<file path="config.mk">
export PLATFORM = sky130hd
export DESIGN_NAME = ofs_pin_select
export DESIGN_NICKNAME = d
export VERILOG_FILES = /design/src/ofs_pkg.sv /design/src/ofs_pin_mux.sv /design/src/ofs_pin_select.sv
export SDC_FILE = /design/constraint.sdc
export NUM_CORES = 1
export LEC_CHECK = 0
export BUFFER_PORTS_ARGS = -buffer_cell sky130_fd_sc_hd__buf_4
export CAP_MARGIN = 15
export CORE_UTILIZATION = 50
export CTS_BUF_LIST = sky130_fd_sc_hd__clkbuf_8
export CTS_CLUSTER_SIZE = 24
export DETAILED_ROUTE_END_ITERATION = 8
export GPL_ROUTABILITY_DRIVEN = 0
export HOLD_SLACK_MARGIN = 0.1
export PLACE_DENSITY = 0.72
export SYNTH_ARGS = -nofsm -noshare
export SYNTH_HDL_FRONTEND = slang
export SYNTH_SLANG_ARGS = --single-unit
</file>
<file path="constraint.sdc">
create_clock -name clk_i -period 3.8 [get_ports clk_i]
set_clock_uncertainty 0.15 [all_clocks]
set_input_delay 0.76 -clock clk_i [delete_from_list [all_inputs] [get_ports clk_i]]
set_output_delay 0.76 -clock clk_i [all_outputs]
set_load 0.02 [all_outputs]
</file>
<file path="src/ofs_pkg.sv">
// shared constants and carriers for the status terminal function select block
package ofs_pkg;

  // bus geometry
  localparam int AXI_ADDR_W = 8;
  localparam int AXI_DATA_W = 32;
  localparam int AXI_STRB_W = 4;

  // register byte offsets
  localparam logic [7:0] FUNC_CODE_OFF   = 8'h00;
  localparam logic [7:0] AT_SPEED_OFF    = 8'h04;
  localparam logic [7:0] SPEED_HIGH_OFF  = 8'h08;
  localparam logic [7:0] SPEED_LOW_OFF   = 8'h0C;
  localparam logic [7:0] TORQUE_OFF      = 8'h10;
  localparam logic [7:0] ALARM_CLASS_OFF = 8'h14;
  localparam logic [7:0] OPEN_MOTOR_OFF  = 8'h18;
  localparam logic [7:0] FLAG_STAT_OFF   = 8'h1C;
  localparam logic [7:0] IRQ_STAT_OFF    = 8'h20;
  localparam logic [7:0] IRQ_MASK_OFF    = 8'h24;

  // bus responses
  localparam logic [1:0] RESP_OKAY   = 2'h0;
  localparam logic [1:0] RESP_SLVERR = 2'h2;

  // quantity widths
  localparam int SPEED_W = 16;
  localparam int TORQ_W  = 16;
  localparam int ALARM_W = 16;
  localparam int DIGIT_W = 4;
  localparam int PIN_N   = 3;
  localparam int FLAG_N  = 10;

  // function code field: digit for pin one sits highest
  localparam int CODE_W       = PIN_N * DIGIT_W;
  localparam logic [3:0] DIGIT_MAX = 4'h9;

  // function codes, also the bit positions of the flag vector
  localparam int FN_ALARM  = 0;
  localparam int FN_SPEED  = 1;
  localparam int FN_LOW    = 2;
  localparam int FN_ABOVE  = 3;
  localparam int FN_RUN    = 4;
  localparam int FN_LIMIT  = 5;
  localparam int FN_DIP    = 6;
  localparam int FN_PANEL  = 7;
  localparam int FN_TORQUE = 8;
  localparam int FN_READY  = 9;

  // flag status register layout: flags low, live pin levels above
  localparam int FLAG_STAT_PIN_LSB = 16;

  // reset values
  localparam logic [CODE_W-1:0]  FUNC_CODE_RST   = 12'h012;
  localparam logic [SPEED_W-1:0] AT_SPEED_RST    = 16'h000A;
  localparam logic [SPEED_W-1:0] SPEED_HIGH_RST  = 16'h0000;
  localparam logic [SPEED_W-1:0] SPEED_LOW_RST   = 16'h0000;
  localparam logic [TORQ_W-1:0]  TORQUE_RST      = 16'h0000;
  localparam logic [ALARM_W-1:0] ALARM_CLASS_RST = 16'hFFFF;
  localparam logic [PIN_N-1:0]   IRQ_MASK_RST    = 3'h0;

  // drive-side conditions, all on the control clock
  typedef struct packed {
    logic [ALARM_W-1:0] alarm_vec;    // active protective alarms
    logic [SPEED_W-1:0] speed;        // output speed
    logic [SPEED_W-1:0] speed_ref;    // commanded speed
    logic [TORQ_W-1:0]  torque;       // output torque
    logic               decel;        // decelerating
    logic               run_fwd;      // forward run command
    logic               run_rev;      // reverse run command
    logic               pre_excite;   // pre-excitation under way
    logic               prime_used;   // pre-excitation is performed
    logic               prime_done;   // pre-excitation completed
    logic               output_start; // output has started
    logic               torque_limit; // torque restriction acting
    logic               speed_limit;  // speed restriction acting
    logic               power_dip;    // instantaneous power failure alarm
    logic               undervolt;    // undervoltage alarm
    logic               panel_mode;   // panel operation selected
    logic               open_motor;   // open motor circuit detected
  } ofs_drive_type;

endpackage

</file>
<file path="src/ofs_pin_mux.sv">
// one status terminal: picks a flag by its function code and registers it
`timescale 1ns/1ps
`default_nettype none

module ofs_pin_mux (
  // clock and reset
  input  wire logic                         clk_i,
  input  wire logic                         arst_n_i,
  // selection
  input  wire logic [ofs_pkg::DIGIT_W-1:0]  code_i,
  input  wire logic [ofs_pkg::FLAG_N-1:0]   flags_i,
  // terminal
  output logic                              pin_o
);

  logic pin_r;

  // codes above nine cannot be stored, but stay quiet if one ever appears
  always_ff @(posedge clk_i or negedge arst_n_i) begin
    if (!arst_n_i) begin
      pin_r <= 1'b0;
    end else if (code_i <= ofs_pkg::DIGIT_MAX) begin
      pin_r <= flags_i[code_i];
    end else begin
      pin_r <= 1'b0;
    end
  end

  assign pin_o = pin_r;

endmodule
`default_nettype wire

</file>
<file path="src/ofs_pin_select.sv">
// status terminal function select with axi4-lite register access
//
// Functional notes
// - three decimal digits pick each terminal's function
// - digits map to pins one..three; reset 12
// - ten codes, zero to nine, any pin
// - code 0 follows alarms in the class set
// - code 1 at speed band, off decelerating
// - code 2 speed below low threshold
// - code 3 speed above detection threshold
// - code 4 run command, off during pre-excitation
// - code 5 torque or speed restriction acting
// - code 6 power dip or undervoltage alarm
// - code 7 panel operation, or open motor
// - code 8 torque above threshold
// - code 9 pre-excitation done, else output start
`timescale 1ns/1ps
`default_nettype none

module ofs_pin_select (
  // clock and reset
  input  wire logic                            clk_i,
  input  wire logic                            arst_n_i,
  // axi4-lite write address
  input  wire logic [ofs_pkg::AXI_ADDR_W-1:0]  s_axi_awaddr_i,
  input  wire logic                            s_axi_awvalid_i,
  output logic                                 s_axi_awready_o,
  // axi4-lite write data
  input  wire logic [ofs_pkg::AXI_DATA_W-1:0]  s_axi_wdata_i,
  input  wire logic [ofs_pkg::AXI_STRB_W-1:0]  s_axi_wstrb_i,
  input  wire logic                            s_axi_wvalid_i,
  output logic                                 s_axi_wready_o,
  // axi4-lite write response
  output logic [1:0]                           s_axi_bresp_o,
  output logic                                 s_axi_bvalid_o,
  input  wire logic                            s_axi_bready_i,
  // axi4-lite read address
  input  wire logic [ofs_pkg::AXI_ADDR_W-1:0]  s_axi_araddr_i,
  input  wire logic                            s_axi_arvalid_i,
  output logic                                 s_axi_arready_o,
  // axi4-lite read data
  output logic [ofs_pkg::AXI_DATA_W-1:0]       s_axi_rdata_o,
  output logic [1:0]                           s_axi_rresp_o,
  output logic                                 s_axi_rvalid_o,
  input  wire logic                            s_axi_rready_i,
  // drive conditions
  input  wire ofs_pkg::ofs_drive_type          drive_i,
  // status terminals, high turns the output transistor on
  output logic                                 status_pin_one_o,
  output logic                                 status_pin_two_o,
  output logic                                 status_pin_three_o,
  // interrupt
  output logic                                 irq_o
);

  localparam int CW = ofs_pkg::CODE_W;
  localparam int SW = ofs_pkg::SPEED_W;
  localparam int TW = ofs_pkg::TORQ_W;
  localparam int AW = ofs_pkg::ALARM_W;
  localparam int PN = ofs_pkg::PIN_N;
  localparam int FN = ofs_pkg::FLAG_N;

  // configuration registers
  logic [CW-1:0]  pin_function_code_r;
  logic [SW-1:0]  at_speed_band_r;
  logic [SW-1:0]  speed_high_threshold_r;
  logic [SW-1:0]  speed_low_threshold_r;
  logic [TW-1:0]  torque_threshold_r;
  logic [AW-1:0]  alarm_class_set_r;
  logic           open_motor_detect_select_r;
  logic [PN-1:0]  irq_stat_r;
  logic [PN-1:0]  irq_mask_r;
  logic           irq_r;

  // flags and terminals
  logic [FN-1:0]  flags_r;
  logic [PN-1:0]  pins;
  logic [PN-1:0]  pins_prev_r;

  // write channel state
  logic                        aw_hold_r;
  logic                        w_hold_r;
  logic [ofs_pkg::AXI_ADDR_W-1:0] aw_addr_r;
  logic [31:0]                 w_data_r;
  logic [3:0]                  w_strb_r;
  logic                        awready_r;
  logic                        wready_r;
  logic                        bvalid_r;
  logic [1:0]                  bresp_r;

  // read channel state
  logic                        arready_r;
  logic                        rvalid_r;
  logic [31:0]                 rdata_r;
  logic [1:0]                  rresp_r;

  // combinational helpers
  logic        aw_take;
  logic        w_take;
  logic        wr_fire;
  logic        aw_hold_nxt;
  logic        w_hold_nxt;
  logic [7:0]  wr_off;
  logic [31:0] wr_old;
  logic [31:0] wr_val;
  logic        code_ok;
  logic        wr_err;
  logic [7:0]  rd_off;
  logic [31:0] rd_data_c;
  logic        rd_err_c;
  logic [SW-1:0] speed_err;
  logic [PN-1:0] irq_set;
  logic [PN-1:0] irq_clr;

  // old register word with the strobed bytes replaced
  function automatic logic [31:0] merge(input logic [31:0] old_v,
                                        input logic [31:0] new_v,
                                        input logic [3:0]  strb);
    logic [31:0] res;
    res = old_v;
    for (int b = 0; b < 4; b++) begin
      if (strb[b]) begin
        res[b*8 +: 8] = new_v[b*8 +: 8];
      end
    end
    return res;
  endfunction

  // write handshake: address and data taken in either order
  assign aw_take     = s_axi_awvalid_i && awready_r;
  assign w_take      = s_axi_wvalid_i && wready_r;
  assign wr_fire     = aw_hold_r && w_hold_r && !bvalid_r;
  assign aw_hold_nxt = (aw_hold_r && !wr_fire) || aw_take;
  assign w_hold_nxt  = (w_hold_r && !wr_fire) || w_take;
  assign wr_off      = {aw_addr_r[7:2], 2'h0};

  // strobed write value; status and mask merge into zero so w1c stays exact
  always_comb begin
    wr_old = 32'h0000_0000;
    unique case (wr_off)
      ofs_pkg::FUNC_CODE_OFF:   wr_old[CW-1:0] = pin_function_code_r;
      ofs_pkg::AT_SPEED_OFF:    wr_old[SW-1:0] = at_speed_band_r;
      ofs_pkg::SPEED_HIGH_OFF:  wr_old[SW-1:0] = speed_high_threshold_r;
      ofs_pkg::SPEED_LOW_OFF:   wr_old[SW-1:0] = speed_low_threshold_r;
      ofs_pkg::TORQUE_OFF:      wr_old[TW-1:0] = torque_threshold_r;
      ofs_pkg::ALARM_CLASS_OFF: wr_old[AW-1:0] = alarm_class_set_r;
      ofs_pkg::OPEN_MOTOR_OFF:  wr_old[0] = open_motor_detect_select_r;
      default:                  ;
    endcase
    wr_val = merge(wr_old, w_data_r, w_strb_r);
  end

  // a code is stored only if every digit is decimal
  always_comb begin
    code_ok = 1'b1;
    for (int d = 0; d < PN; d++) begin
      if (wr_val[d*4 +: 4] > ofs_pkg::DIGIT_MAX) begin
        code_ok = 1'b0;
      end
    end
  end

  // unmapped offsets and bad codes answer slverr and change nothing
  assign wr_err = (wr_off == ofs_pkg::FUNC_CODE_OFF) ? !code_ok :
                  (wr_off > ofs_pkg::IRQ_MASK_OFF); // map is dense up to the mask

  // write address and data capture
  always_ff @(posedge clk_i or negedge arst_n_i) begin
    if (!arst_n_i) begin
      aw_hold_r <= 1'b0;
      w_hold_r  <= 1'b0;
      aw_addr_r <= 8'h00;
      w_data_r  <= 32'h0000_0000;
      w_strb_r  <= 4'h0;
      awready_r <= 1'b1;
      wready_r  <= 1'b1;
    end else begin
      aw_hold_r <= aw_hold_nxt;
      w_hold_r  <= w_hold_nxt;
      awready_r <= !aw_hold_nxt;
      wready_r  <= !w_hold_nxt;
      if (aw_take) begin
        aw_addr_r <= s_axi_awaddr_i;
      end
      if (w_take) begin
        w_data_r <= s_axi_wdata_i;
        w_strb_r <= s_axi_wstrb_i;
      end
    end
  end

  // write response
  always_ff @(posedge clk_i or negedge arst_n_i) begin
    if (!arst_n_i) begin
      bvalid_r <= 1'b0;
      bresp_r  <= ofs_pkg::RESP_OKAY;
    end else if (wr_fire) begin
      bvalid_r <= 1'b1;
      bresp_r  <= wr_err ? ofs_pkg::RESP_SLVERR : ofs_pkg::RESP_OKAY;
    end else if (s_axi_bready_i) begin
      bvalid_r <= 1'b0;
    end
  end

  // configuration registers
  always_ff @(posedge clk_i or negedge arst_n_i) begin
    if (!arst_n_i) begin
      pin_function_code_r        <= ofs_pkg::FUNC_CODE_RST;
      at_speed_band_r            <= ofs_pkg::AT_SPEED_RST;
      speed_high_threshold_r     <= ofs_pkg::SPEED_HIGH_RST;
      speed_low_threshold_r      <= ofs_pkg::SPEED_LOW_RST;
      torque_threshold_r         <= ofs_pkg::TORQUE_RST;
      alarm_class_set_r          <= ofs_pkg::ALARM_CLASS_RST;
      open_motor_detect_select_r <= 1'b0;
      irq_mask_r                 <= ofs_pkg::IRQ_MASK_RST;
    end else if (wr_fire && !wr_err) begin
      unique case (wr_off)
        ofs_pkg::FUNC_CODE_OFF:   pin_function_code_r <= wr_val[CW-1:0];
        ofs_pkg::AT_SPEED_OFF:    at_speed_band_r <= wr_val[SW-1:0];
        ofs_pkg::SPEED_HIGH_OFF:  speed_high_threshold_r <= wr_val[SW-1:0];
        ofs_pkg::SPEED_LOW_OFF:   speed_low_threshold_r <= wr_val[SW-1:0];
        ofs_pkg::TORQUE_OFF:      torque_threshold_r <= wr_val[TW-1:0];
        ofs_pkg::ALARM_CLASS_OFF: alarm_class_set_r <= wr_val[AW-1:0];
        ofs_pkg::OPEN_MOTOR_OFF:  open_motor_detect_select_r <= wr_val[0];
        ofs_pkg::IRQ_MASK_OFF:    irq_mask_r <= wr_val[PN-1:0];
        default:                  ;
      endcase
    end
  end

  // read address decode
  assign rd_off = {s_axi_araddr_i[7:2], 2'h0};

  always_comb begin
    rd_data_c = 32'h0000_0000;
    rd_err_c  = 1'b0;
    unique case (rd_off)
      ofs_pkg::FUNC_CODE_OFF:   rd_data_c[CW-1:0] = pin_function_code_r;
      ofs_pkg::AT_SPEED_OFF:    rd_data_c[SW-1:0] = at_speed_band_r;
      ofs_pkg::SPEED_HIGH_OFF:  rd_data_c[SW-1:0] = speed_high_threshold_r;
      ofs_pkg::SPEED_LOW_OFF:   rd_data_c[SW-1:0] = speed_low_threshold_r;
      ofs_pkg::TORQUE_OFF:      rd_data_c[TW-1:0] = torque_threshold_r;
      ofs_pkg::ALARM_CLASS_OFF: rd_data_c[AW-1:0] = alarm_class_set_r;
      ofs_pkg::OPEN_MOTOR_OFF:  rd_data_c[0] = open_motor_detect_select_r;
      ofs_pkg::FLAG_STAT_OFF: begin
        rd_data_c[FN-1:0] = flags_r;
        rd_data_c[ofs_pkg::FLAG_STAT_PIN_LSB +: PN] = pins;
      end
      ofs_pkg::IRQ_STAT_OFF:    rd_data_c[PN-1:0] = irq_stat_r;
      ofs_pkg::IRQ_MASK_OFF:    rd_data_c[PN-1:0] = irq_mask_r;
      default:                  rd_err_c = 1'b1;
    endcase
  end

  // read channel: one outstanding read, answered the cycle after the take
  always_ff @(posedge clk_i or negedge arst_n_i) begin
    if (!arst_n_i) begin
      arready_r <= 1'b1;
      rvalid_r  <= 1'b0;
      rdata_r   <= 32'h0000_0000;
      rresp_r   <= ofs_pkg::RESP_OKAY;
    end else if (s_axi_arvalid_i && arready_r) begin
      arready_r <= 1'b0;
      rvalid_r  <= 1'b1;
      rdata_r   <= rd_data_c;
      rresp_r   <= rd_err_c ? ofs_pkg::RESP_SLVERR : ofs_pkg::RESP_OKAY;
    end else if (rvalid_r && s_axi_rready_i) begin
      rvalid_r  <= 1'b0;
      arready_r <= 1'b1;
    end
  end

  // speed error magnitude, unsigned so no wrap is possible
  assign speed_err = (drive_i.speed >= drive_i.speed_ref) ?
                     drive_i.speed - drive_i.speed_ref :
                     drive_i.speed_ref - drive_i.speed;

  // flag conditions, recomputed every cycle
  always_ff @(posedge clk_i or negedge arst_n_i) begin
    if (!arst_n_i) begin
      flags_r <= '0;
    end else begin
      flags_r[ofs_pkg::FN_ALARM]  <= |(drive_i.alarm_vec & alarm_class_set_r);
      flags_r[ofs_pkg::FN_SPEED]  <= (speed_err <= at_speed_band_r) &&
                                     !drive_i.decel;
      flags_r[ofs_pkg::FN_LOW]    <= drive_i.speed < speed_low_threshold_r;
      flags_r[ofs_pkg::FN_ABOVE]  <= drive_i.speed > speed_high_threshold_r;
      flags_r[ofs_pkg::FN_RUN]    <= (drive_i.run_fwd || drive_i.run_rev) &&
                                     !drive_i.pre_excite;
      flags_r[ofs_pkg::FN_LIMIT]  <= drive_i.torque_limit || drive_i.speed_limit;
      flags_r[ofs_pkg::FN_DIP]    <= drive_i.power_dip || drive_i.undervolt;
      flags_r[ofs_pkg::FN_PANEL]  <= open_motor_detect_select_r ?
                                     drive_i.open_motor : drive_i.panel_mode;
      flags_r[ofs_pkg::FN_TORQUE] <= drive_i.torque > torque_threshold_r;
      flags_r[ofs_pkg::FN_READY]  <= drive_i.prime_used ?
                                     drive_i.prime_done : drive_i.output_start;
    end
  end

  // one selector per terminal; digit for pin one is the highest nibble
  for (genvar p = 0; p < PN; p++) begin : g_pin
    ofs_pin_mux u_mux (
      .clk_i    (clk_i),
      .arst_n_i (arst_n_i),
      .code_i   (pin_function_code_r[(PN-1-p)*4 +: 4]),
      .flags_i  (flags_r),
      .pin_o    (pins[p])
    );
  end

  // rising edge of any terminal is an interrupt event
  assign irq_set = pins & ~pins_prev_r;
  assign irq_clr = (wr_fire && wr_off == ofs_pkg::IRQ_STAT_OFF) ?
                   wr_val[PN-1:0] : '0;

  // sticky status, a new event wins over a clear in the same cycle
  always_ff @(posedge clk_i or negedge arst_n_i) begin
    if (!arst_n_i) begin
      pins_prev_r <= '0;
      irq_stat_r  <= '0;
      irq_r       <= 1'b0;
    end else begin
      pins_prev_r <= pins;
      irq_stat_r  <= (irq_stat_r & ~irq_clr) | irq_set;
      irq_r       <= |(irq_stat_r & irq_mask_r);
    end
  end

  // outputs straight from flip-flops
  assign s_axi_awready_o    = awready_r;
  assign s_axi_wready_o     = wready_r;
  assign s_axi_bvalid_o     = bvalid_r;
  assign s_axi_bresp_o      = bresp_r;
  assign s_axi_arready_o    = arready_r;
  assign s_axi_rvalid_o     = rvalid_r;
  assign s_axi_rdata_o      = rdata_r;
  assign s_axi_rresp_o      = rresp_r;
  assign status_pin_one_o   = pins[0];
  assign status_pin_two_o   = pins[1];
  assign status_pin_three_o = pins[2];
  assign irq_o              = irq_r;

endmodule
`default_nettype wire

</file>
---- After elaboration in Yosys (flattened, before gate mapping) ----
Index checks and enable logic that the tools add are counted.
cells by class
  $add $sub $neg .......................... 2
  multipliers ............................. 0
  divide/modulo/power cells ............... 0
  $lt $le $gt $ge ......................... 15
  equality and inequality tests ........... 17
  shift-type cells ........................ 0
  muxes and demuxes ....................... 36
  bitwise logic cells ..................... 7
  reductions and logical operators ........ 40
operator list
  cell                  number
  $pmux W11 S6          1
  $pmux W7 S7           1
  $eq A6 B3 Y1 const B  7
  $pmux W4 S5           2
  $gt A16 B16 Y1        2
  $sub A16 B16 Y16      2
  $eq A6 B2 Y1 const B  4
  $eq A6 B4 Y1 const B  4
  $mux W1               18
  $pmux W2 S9           1
  $and A16 B16 Y16      1
  $ge A16 B16 Y1        1
  $le A16 B16 Y1        1
  $logic_not A8 Y1      2
  $lt A16 B16 Y1        1
  $mux W16              1
  $mux W8               2
  $reduce_and A2 Y1     8
  $reduce_or A16 Y1     1
  $lt A4 B5 Y1 const B  3
  $bmux W1 S4           3
  $eq A6 B1 Y1 const B  2
  $gt A4 B4 Y1 const B  3
  $le A4 B4 Y1 const B  3
  15 further kinds      43
storage, ports and cells
  register bits after elaboration ......... 172
  bits in latches ......................... 0
  bits in writable memories ............... 0
  bits in read-only memories .............. 0
  input port bits ......................... 136
  output and inout port bits .............. 45
  logic and storage cells ................. 145
  memories ................................ 0

---- Depth between registers and ports, before layout ----
  depth in word-level cells ............... 12
  depth in mapped cells ................... 20

---- Cells and area by module ----
From an unflattened synthesis, not the netlist that was laid out.
second synthesis, totals
  cell total of the unflattened synthesis .. 1171
  area, all modules ....................... 11319.6 um^2
by module, submodules not included
  module          instances  cells an instance  area an instance (um^2)
  ofs_pin_select  1          1141               10966.8
  ofs_pin_mux     3          10                 117.6

---- Worst setup path before layout ----
Ideal clock, no wire load.
  kind .................................... input-to-reg
  start point ............................. input drive_i[45] (netlist bit)
  end point ............................... register flags_r[1]
  data arrival time ....................... 4.043 ns
  data required time ...................... 3.568 ns
  path slack .............................. -0.476 ns
  stages .................................. 17
  path buffers ............................ 1
  cells stage by stage .................... inv_1 ha_1 inv_1 fa_1 a211oi_1 o21a_1 o21ai_0 o21a_1 buf_1 o31ai_1 xor2_1 ha_1 nand2_1 nor3_1 nand3_1 o32a_1 o22ai_1
between the ends
  longest elaborated chain between the ends .. 4
  elaborated cells between the ends (all ways) .. 6
  those cells by class .................... add/sub: 2; order compare: 2; mux: 1; reduce/logical: 1
ends and longest elaborated chain
  what                                      RTL line               text
  start: declaration                        ofs_pin_select.sv:47   input wire ofs_pkg::ofs_drive_type drive_i,
  $sub A16 B16 Y16 (tied with other cells)  ofs_pin_select.sv:276  drive_i.speed_ref - drive_i.speed;
  $mux W16 (*)                              ofs_pin_select.sv:274  assign speed_err = (drive_i.speed >= drive_i.speed_ref) ?
  $le A16 B16 Y1 (*)                        ofs_pin_select.sv:284  flags_r[ofs_pkg::FN_SPEED] <= (speed_err <= at_speed_band_r) &&
  $logic_and A1 B1 Y1 (*)                   ofs_pin_select.sv:284
  end signal: indexed assignment            ofs_pin_select.sv:283  flags_r[ofs_pkg::FN_ALARM] <= |(drive_i.alarm_vec & alarm_class_set_r);
  end signal: indexed assignment            ofs_pin_select.sv:284
  end signal: indexed assignment            ofs_pin_select.sv:286  flags_r[ofs_pkg::FN_LOW] <= drive_i.speed < speed_low_threshold_r;
  end: declaration                          ofs_pin_select.sv:76   logic [FN-1:0] flags_r;
Every way passes the cells marked *; elsewhere a longest branch is shown, timed or not.
A chain may end at the register's enable or synchronous reset.

---- Final worst setup path ----
Ends and elaborated chain as after synthesis.

==> metrics <==
outcome=finished with violations; failing checks=design-rule violations; # IOs=181; maximum VDD drop=0.348 mV; Slew HR=0.376; vias in the first global route=9816; Max Fclk=266 MHz; CTS root buf=clkbuf_8; starting density of the core=0.515; largest net degree at the start of global routing=62; Synth cell types=74; CP endpoint kind=flip-flop; Cell Rows=54; ANT cells=0; asr flop ratio synth=1.00; Gate Count Post-Synth=1200; Core Area=0.0220 sq mm; PD cells=456 mW/mm^2; Arrival @ worst endpoint=4000 ps; Die ar.=0.0233 sq mm; prevailing post-synth register cell=dfrtp_1; initial antenna violation count=0; post-route ant nets=0; register clock-pin slew on the reported worst setup and hold paths=90 ps; Post-synth EDFFs=0; startpoint types=input port; cts bufs inserted=17; first-pass GRT wire length=52100 microns; average routed wire per standard cell=19.2 microns; Starting DRT DRC Count=1154; via density per instance=5.90; Seq cells post-synth=168; fin crit period=3760 ps; H-tree depth=4; Max Cap Viol=0; share of cells above drive strength 1=0.300; GRT overflow=0; Fin. Hold Viols=0; final setup TNS=0 ps; number of synthesis warnings=0; # port buffers=143; CP max FO=2; Seq/Total Area, Yosys=0.373; aggregate global-route resource usage=0.286; critical setup path kind=input port to flip-flop; clock sink count=168; final WL=33200 microns; Skew-Pair Late Insertion Delay=470 ps; mean post-synth cell area=9.45 sq um; class of the worst hold path=flip-flop to flip-flop; period utilization=0.989; Die W=153 microns; Worst Path Required=4040 ps; Finished Core Util=0.632; DR vias=10200; Worst Tran Pin Value=934 ps; final setup vio count=0; RSZ-0062 raised after global routing=true; P_leak=0.00634 uW; max-slew violation total from the final report=0; Die Ht=153 microns; CTS tree=done; worst-case clock buffer depth=2; Post-Syn Area=0.0113 sq mm; post-DP HPWL=25900 microns; drc violations=13; length of the first detailed-routing pass in iterations=8; # nets final=1662; Area Overhead vs Synth=22.7%
==> layout make-up <==
cell class / count / area, sq um
tap: 280 / 350
fill: 1827 / 8110
timing repair buffer: 266 / 2040
clock buffer: 19 / 262
sequential: 168 / 4230
clock inverter: 13 / 133
multi-input combinational: 852 / 6420
inverter: 125 / 482
==> worst max-delay path, cell delays in order <==
cell and delay (ps):
buf_12 110, inv_12 40, ha_4 110, inv_2 40, fa_2 350, a211oi_2 260, buf_4 150, o211ai_1 120
a31oi_1 230, o21ai_1 110, a311oi_2 230, o31ai_2 110, xor2_1 190, ha_1 330, nand2_2 90, nor3_4 200
nand3_2 110, o32a_1 330, o22ai_1 130
==> routing by layer <==
layer | vias up | part of all wire | GRT usage | wire length (microns)
met4 | 0 | 0.024 | 0.0909 | 788
met2 | 501 | 0.47 | 0.467 | 15600
met1 | 4841 | 0.42 | 0.378 | 14000
li1 | 4746 | - | - | -
met3 | 73 | 0.083 | 0.0651 | 2760
met5 | - | 0 | 0 | 0
==> cells in the mapped netlist, drive strengths merged (3+ instances only) <==
| cell | n | area (sq um) |
|---|---|---|
| a221oi | 17 | 149 |
| a31oi | 6 | 52.6 |
| nand3 | 17 | 85.1 |
| o21a | 13 | 97.6 |
| nor2b | 11 | 71.3 |
| mux2i | 32 | 320 |
| nand4 | 10 | 62.6 |
| o21ai | 123 | 616 |
| nand2b | 12 | 75.1 |
| mux2 | 73 | 830 |
| o21bai | 5 | 37.5 |
| a221o | 6 | 60.1 |
| nor3 | 12 | 71.3 |
| dfstp | 23 | 604 |
| inv | 124 | 465 |
| or2 | 3 | 18.8 |
| a22o | 8 | 70.1 |
| a21o | 27 | 203 |
| clkbuf | 42 | 159 |
| xnor2 | 8 | 70.1 |
| and3 | 3 | 18.8 |
| or4 | 3 | 22.5 |
| ha | 94 | 1180 |
| o211ai | 10 | 75.1 |
| dfrtp | 145 | 3630 |
| o31ai | 3 | 22.5 |
| mux4 | 14 | 315 |
| a32o | 4 | 42.5 |
| nor3b | 3 | 22.5 |
| nand2 | 125 | 469 |
| a22oi | 23 | 173 |
| xor2 | 5 | 43.8 |
| buf | 28 | 203 |
| a211oi | 9 | 67.6 |
| nor2 | 48 | 188 |
| a21oi | 61 | 305 |
| o22ai | 5 | 31.3 |
| a222oi | 9 | 90.1 |
==> path summary, 6_finish.rpt <==
check / startpoint / to / slack, ps / cells past startpoint
hold reg to reg: pins_prev_r[1] / irq_stat_r[1] / 270 / 1
min in group asynchronous: arst_n_i / s_axi_rvalid_o / 650 / 2
setup reg to reg: aw_addr_r[4] / pin_function_code_r[10] / 370 / 7
hold / removal: pins_prev_r[1] / irq_stat_r[1] / 270 / 1
setup / recovery: drive_i[45] / flags_r[1] / 40 / 19
max in group asynchronous: arst_n_i / alarm_class_set_r[13] / 2100 / 3
==> state kept, by name, indices dropped and copies added (netlist names), 6 cells and up <==
name / cells
speed_high_threshold_r: 16
flags_r: 10
s_axi_rdata_o: 19
aw_addr_r: 6
speed_low_threshold_r: 16
pin_function_code_r: 12
torque_threshold_r: 16
alarm_class_set_r: 16
w_data_r: 16
at_speed_band_r: 16
==> logic make-up after synthesis <==
family          Yosys count  synth area share
fa+ha+maj                96             0.107
mux                     119             0.129
buf+inv                 195            0.0732
compound gates          351             0.202
flops                   168             0.373
xor+xnor                 13            0.0100
other cells               1          0.000331
simple gates            257             0.105
==> power breakdown <==
| part | switching, uW | internal, uW | total [uW] |
|---|---|---|---|
| sequential | 428 | 2150 | 2580 |
| clock | 668 | 614 | 1280 |
| combinational | 1360 | 1130 | 2480 |
==> cell usage in the layout (no fill, tap or decap), drive strengths merged, types with 32 or more instances in the layout <==
cell type and count:
a21oi 61, mux2i 32, nor2 48, o21ai 123, buf 265, inv 128, ha 94, dfrtp 145
mux2 73, nand2 125
==> what timing repair did <==
action,CTS,global route
endpoints found under the hold margin,42,0
buffers inserted,0,6
hold buffers,1,0
setup endpoints to repair,0,1
gates resized for setup,0,11
==> through the flow <==
step                      instances  setup WS [ps]  total power [uW]  hold WS (ps)  cell area [sq um]
after global placement         1683           -428              4920           253              13400
after floorplan                1214          -28.4              4000           250              11500
after CTS                      1716           17.6              6290           268              13800
after global routing           1723          -42.9              6700           269              13900
final                          1723           42.5              6350           269              13900
after detailed placement       1683           -476              5010           270              13400
No activity file was read; power rests on OpenSTA's default activity.
